### src/inc/dep_pkg.sv
// Package for the debug and error return program counter block
package dep_pkg;
  localparam int unsigned DEP_XLEN = 32;
  // Register numbers and selects as seen by coprocessor moves
  localparam logic [4:0] DEP_DEBUG_PC_REGNUM = 5'h18;
  localparam logic [2:0] DEP_DEBUG_PC_SEL = 3'h0;
  localparam logic [4:0] DEP_ERROR_PC_REGNUM = 5'h1E;
  localparam logic [2:0] DEP_ERROR_PC_SEL = 3'h0;
  // Mode field position inside the third configuration register
  localparam int unsigned DEP_MODE_FIELD_LSB = 14;
  localparam int unsigned DEP_MODE_FIELD_MSB = 15;
  // Reset values (documented as unknown; zero chosen)
  localparam logic [31:0] DEP_DEBUG_PC_RST = 32'h0000_0000;
  localparam logic [31:0] DEP_ERROR_PC_RST = 32'h0000_0000;
  localparam logic [1:0] DEP_MODE_RST = 2'h0;

  typedef enum logic [1:0] {
    DEP_SRC_NONE,
    DEP_SRC_DEBUG,
    DEP_SRC_ERROR
  } dep_src_t;
endpackage

### src/rtl/dep_capture.sv
// Selects the address captured for an exception
`timescale 1ns/1ps
module dep_capture
  import dep_pkg::*;
(
  input wire logic [31:0] i_instr_pc,
  input wire logic [31:0] i_branch_pc,
  input wire logic i_in_delay_slot,
  input wire logic i_async,
  input wire logic [31:0] i_resume_pc,
  output logic [31:0] o_capture_pc
);
  always_comb begin
    if (i_async) begin
      o_capture_pc = i_resume_pc;
    end else if (i_in_delay_slot) begin
      o_capture_pc = i_branch_pc;
    end else begin
      o_capture_pc = i_instr_pc;
    end
  end
endmodule // dep_capture

### src/rtl/dep_return_pc.sv
// Debug and error return program counter registers
`timescale 1ns/1ps
// Behaviour
// - A 32-bit read/write debug return register holds the resume address after a debug exception.
// - A precise debug exception loads the address of the instruction that caused it.
// - In a delay slot the preceding branch address is captured and the delay-slot flag is set.
// - An asynchronous debug interrupt loads the address where execution should resume.
// - Reading the debug return register gives bits 31:1 stored and bit 0 from the low mode bit.
// - Writing it stores bits 31:1, clears bit 0, clears the high mode bit and loads the low from bit 0.
// - The debug return instruction jumps to the address held in the debug return register.
// - A separate read/write error return register serves error exceptions.
// - Reset, soft reset and non-maskable interrupt save the current program counter there.
// - Error return register bits 31:1 are significant and writable; a write clears bit 0.
// - An error exception captures the faulting address, or the branch address in a delay slot; with i_debug_async in the same cycle it takes i_resume_pc.
// - No delay-slot indicator goes with the error return register.
// - Reading the error return register gives bits 31:1 stored and bit 0 from the low mode bit.
// - Writing it stores bits 31:1, clears bit 0, clears the high mode bit and loads the low from bit 0.
module dep_return_pc
  import dep_pkg::*;
(
  input wire logic i_clk,
  input wire logic i_rst_n,
  // Exception events, one-cycle pulses from the pipeline
  input wire logic i_debug_exc,
  input wire logic i_debug_async,
  input wire logic i_error_exc,
  input wire logic i_reset_exc,
  input wire logic [31:0] i_instr_pc,
  input wire logic [31:0] i_branch_pc,
  input wire logic i_in_delay_slot,
  input wire logic [31:0] i_resume_pc,
  input wire logic [31:0] i_current_pc,
  // Coprocessor moves
  input wire logic i_move_to,
  input wire logic [4:0] i_move_reg,
  input wire logic [2:0] i_move_sel,
  input wire logic [31:0] i_move_data,
  output logic [31:0] o_move_rdata,
  output logic o_move_hit,
  // Mode field held by the configuration register
  input wire logic [1:0] i_mode_field,
  output logic o_mode_we,
  output logic [1:0] o_mode_wdata,
  // Debug control flag and return jump
  output logic o_delay_slot_we,
  output logic o_delay_slot_flag,
  input wire logic i_debug_return,
  output logic o_jump_valid,
  output logic [31:0] o_jump_pc,
  output logic [31:0] o_debug_return_pc,
  output logic [31:0] o_error_return_pc
);

  ////////////////////////////////////////////////////////////////////////////
  typedef struct packed {
    logic [31:0] debug_pc;
    logic [31:0] error_pc;
    logic dbd_we;
    logic dbd;
    logic jump;
    logic mode_we;
    logic [1:0] mode;
  } dep_state_t;

  dep_state_t st_r;
  dep_state_t st_nxt;
  logic [31:0] cap_pc;
  logic hit_dbg;
  logic hit_err;

  function automatic logic sel_hit(input logic [4:0] r, input logic [2:0] s,
                                   input logic [4:0] rr, input logic [2:0] ss);
    sel_hit = (r == rr) && (s == ss);
  endfunction

  assign hit_dbg = sel_hit(i_move_reg, i_move_sel, DEP_DEBUG_PC_REGNUM, DEP_DEBUG_PC_SEL);
  assign hit_err = sel_hit(i_move_reg, i_move_sel, DEP_ERROR_PC_REGNUM, DEP_ERROR_PC_SEL);

  dep_capture u_capture (
    .i_instr_pc(i_instr_pc),
    .i_branch_pc(i_branch_pc),
    .i_in_delay_slot(i_in_delay_slot),
    .i_async(i_debug_async),
    .i_resume_pc(i_resume_pc),
    .o_capture_pc(cap_pc)
  );

  ////////////////////////////////////////////////////////////////////////////
  // Hardware capture outranks a software write in the same cycle
  always_comb begin
    st_nxt = st_r;
    st_nxt.dbd_we = 1'b0;
    st_nxt.jump = 1'b0;
    st_nxt.mode_we = 1'b0;
    if (i_move_to && hit_dbg) begin
      st_nxt.debug_pc = {i_move_data[31:1], 1'b0};
      st_nxt.mode_we = 1'b1;
      st_nxt.mode = {1'b0, i_move_data[0]};
    end
    if (i_move_to && hit_err) begin
      st_nxt.error_pc = {i_move_data[31:1], 1'b0};
      st_nxt.mode_we = 1'b1;
      st_nxt.mode = {1'b0, i_move_data[0]};
    end
    if (i_debug_exc || i_debug_async) begin
      st_nxt.debug_pc = cap_pc;
      st_nxt.dbd_we = 1'b1;
      st_nxt.dbd = i_in_delay_slot && !i_debug_async;
    end
    if (i_reset_exc) begin
      st_nxt.error_pc = i_current_pc;
    end else if (i_error_exc) begin
      // No delay-slot flag is produced here
      st_nxt.error_pc = cap_pc;
    end
    if (i_debug_return) begin
      st_nxt.jump = 1'b1;
    end
  end

  always_ff @(posedge i_clk or negedge i_rst_n) begin
    if (!i_rst_n) begin
      st_r <= '{debug_pc: DEP_DEBUG_PC_RST, error_pc: DEP_ERROR_PC_RST, dbd_we: 1'b0, dbd: 1'b0,
                jump: 1'b0, mode_we: 1'b0, mode: DEP_MODE_RST};
    end else begin
      st_r <= st_nxt;
    end
  end

  ////////////////////////////////////////////////////////////////////////////
  // Read path is combinational so a move-from sees the live mode bit
  always_comb begin
    o_move_rdata = 32'h0000_0000;
    if (hit_dbg) begin
      o_move_rdata = {st_r.debug_pc[31:1], i_mode_field[0]};
    end else if (hit_err) begin
      o_move_rdata = {st_r.error_pc[31:1], i_mode_field[0]};
    end
  end

  assign o_move_hit = hit_dbg || hit_err;
  assign o_mode_we = st_r.mode_we;
  assign o_mode_wdata = st_r.mode;
  assign o_delay_slot_we = st_r.dbd_we;
  assign o_delay_slot_flag = st_r.dbd;
  assign o_jump_valid = st_r.jump;
  assign o_jump_pc = st_r.debug_pc;
  assign o_debug_return_pc = st_r.debug_pc;
  assign o_error_return_pc = st_r.error_pc;
endmodule // dep_return_pc

### config.mk
export PLATFORM = sky130hd
export DESIGN_NAME = dep_return_pc
export DESIGN_NICKNAME = d
export VERILOG_FILES = /design/src/inc/dep_pkg.sv /design/src/rtl/dep_capture.sv /design/src/rtl/dep_return_pc.sv
export SDC_FILE = /design/constraint.sdc
export NUM_CORES = 1
export LEC_CHECK = 0
export BUFFER_PORTS_ARGS = -buffer_cell sky130_fd_sc_hd__buf_4
export CORE_AREA = 2 2 123 125
export DETAILED_ROUTE_END_ITERATION = 8
export DIE_AREA = 0 0 125 127
export PLACE_DENSITY = 0.66
export SETUP_SLACK_MARGIN = 0.5
export SKIP_CTS_REPAIR_TIMING = 1
export SYNTH_ARGS = -nofsm -noshare
export SYNTH_HDL_FRONTEND = slang
export SYNTH_HIERARCHICAL = 1
export SYNTH_SLANG_ARGS = --single-unit
### constraint.sdc
create_clock -name i_clk -period 1.3 [get_ports i_clk]
set_input_delay 0.13 -clock i_clk [delete_from_list [all_inputs] [get_ports i_clk]]
set_output_delay 0.13 -clock i_clk [all_outputs]
set_load 0.01 [all_outputs]
==> results_dict.tcl <==
set metrics [dict create \
    start_util_pct 33.6 \
    swShare_pct 27.8 \
    fmax_mhz 688 \
    fill_cells 1172 \
    syn_area_per_cell_um2 9.41 \
    final_common_cell "buf_4" \
    p_clk_share_pct 34.2 \
    layout_min_cycle_time_ns 1.45 \
    cp.arrival_ns 1.32 \
    drt_iter0_drc 269 \
    cts.sinks 69 \
    grt_pass1_vias 5204 \
    grt_max_degree 70 \
    vdd_drop_max_mv 0.596 \
    clk_pin_slew_worst_paths_ns 0.05 \
    fin_area_um2 9120 \
    cap_violations 0 \
    vias 5298 \
    clk_latency_ns 0.33 \
    violations "setup timing" \
    synth_warnings 6 \
    postRouteAntennaNets 0 \
    gr-total-overflow 0 \
    fin_setup_tns_ns -4.31 \
    total_power_mw 8.60 \
    setup_viol 33 \
    hold_viol 0 \
    rsz0062_at_grt "yes" \
    rows 44 \
    seq_area_frac_synth_pct 35.6 \
    cts_root_buf "clkbuf_16" \
    cts_buffer_depth 2 \
    fp.dieH_um 127 \
    synth_top_cell_by_area "dfrtp_1" \
    drt-pass1-iter-count 4 \
    cts_tree "built" \
    wl_per_cell_um 19.8 \
    dpl_cell_area_um2 7620 \
    skew_ns 0 \
    dpl.hpwl_um 14000 \
    min_path_type "primary input to register" \
    grt_pass1_wl_um 27500 \
    power_frac_seq_pct 31.7 \
    antenna_found_initial 0 \
    switching_power_mw 2.39 \
    powerDensity_nw_per_um2 943 \
    synth_top_area_share_pct 35.6 \
    fin_nets 1012 \
    die_area_um2 15900 \
    areaGrowthSynthToFinish_pct 88.1 \
    cts_inserted_buffers 9 \
    h-tree-depth 3 \
    antenna_cells 0 \
    power_frac_comb_pct 34.2 \
    hold_ws_ns 0.0260 \
    ios 314 \
    p_leak_nw 4.38 \
    end_kind "output pin" \
    drive_gt1_share_pct 62.4 \
    via_per_inst 5.18 \
    min_period_over_period_pct 112 \
    ys_seq_elements 69 \
    r2r_start "o_debug_return_pc[21]" \
    slew_viol_final 0 \
    crit_start "i_move_sel[2]" \
    setup_slack_ns -0.154 \
    yosys-top-cells-area "dfrtp_1 36%, mux2i_1 13%, mux2_2 7.4%" \
    start_kind "primary input" \
    drt-total-wl_um 20200 \
    path_class "primary input to output pin" \
    hold_start "i_current_pc[0]" \
    coreArea_um2 14400 \
    portBuffers 311 \
    place_ws_ns -0.256 \
    synth_nets 694 \
    syn_area_um2 4850 \
    worst_ep_required_time_ns 1.17 \
    drc 0 \
    run_status "finished, violations left" \
    gp_congestion 0.860 \
    grt_usage_pct 21.8 \
    synth_cells 515 \
    p_int_mw 6.21 \
    final_cell_mix "272 x buf_4, 89 x buf_6, 65 x nand2_1" \
    ys_types 30 \
    die_w_um 125 \
    path_max_fanout 6 \
]
==> cells by family after synthesis <==
logic type | count (synthesis) | share of synthesized area [%]
mux | 96 | 20.7
compound gates | 131 | 19.9
buf+inv | 80 | 10.7
simple gates | 138 | 13.0
other cells | 1 | 0.0774
flops | 69 | 35.6
==> area by class of cell <==
type                       instances  area (um^2)  area share (%)
clock buffer                      13          270            2.96
multi-input combinational        366         3260            35.8
inverter                           3         11.3           0.123
tap                              184          230            2.52
timing repair buffer             384         3500            38.4
sequential                        69         1750            19.2
clock inverter                     3         90.1           0.988
==> synthesized netlist by cell type, drive strengths merged <==
library cell  instances
conb                  1
nor2                 34
clkbuf               23
buf                  54
a31o                  1
nor2b                 1
o221a                31
mux2                 32
nor3b                 1
nand4                 1
o2bb2ai               1
dfrtp                69
o21ai                63
o221ai                1
and2                  2
o211a                 1
nand2                66
a41o                  1
nor4b                 1
nand2b               31
a22oi                31
or2                   1
o2111a                1
mux2i                64
inv                   3
==> worst max-delay path: stages <==
cell and delay (ns):
buf_6 0.09, nor4b_4 0.30, buf_4 0.18, buf_6 0.12
nand2_8 0.10, clkbuf_16 0.20, nor2_4 0.09, buf_6 0.11
==> state kept, by name (all words and copies together) (netlist names) <==
| signal | count |
|---|---|
| o_delay_slot_we | 1 |
| o_delay_slot_flag | 1 |
| o_debug_return_pc | 32 |
| o_mode_wdata | 1 |
| o_mode_we | 1 |
| o_error_return_pc | 32 |
| o_jump_valid | 1 |
==> final timing paths <==
path | slack (ns) | depth (start not counted) | endpoint
min reg2reg | 0.55 | 1 | o_error_return_pc[1]
min in group asynchronous | 0.35 | 3 | o_delay_slot_flag
max in group asynchronous | 0.61 | 3 | o_debug_return_pc[18]
max | -0.15 | 8 | o_move_rdata[20]
max reg2reg | 0.24 | 3 | o_debug_return_pc[21]
min | 0.03 | 3 | o_error_return_pc[0]
==> metrics by stage <==
stage	std cells	utilization (%)
2_1_floorplan	515	-
4_1_cts	984	55.3
5_1_grt	1022	63.2
6_report	1022	63.2
3_3_place_gp	968	52.8
3_5_place_dp	968	52.8
==> power groups by stage <==
stage | logic [mW] | registers [mW] | clock network, mW
finish | 2.94 | 2.72 | 2.94
detailed placement | 2.44 | 2.72 | 0
floorplan | 1.17 | 2.76 | 0
global placement | 2.39 | 2.70 | 0
CTS | 2.44 | 2.68 | 2.98
global route | 3.12 | 2.76 | 3.07
==> layer usage <==
layer	share of wire [%]	up-vias	GRT usage, %
li1	-	2460	-
met1	40	2581	25.8
met2	52	224	39.5
met3	5.6	33	4.40
met4	2.4	0	7.84
met5	0	-	0
No activity file was read; power rests on OpenSTA's default activity.
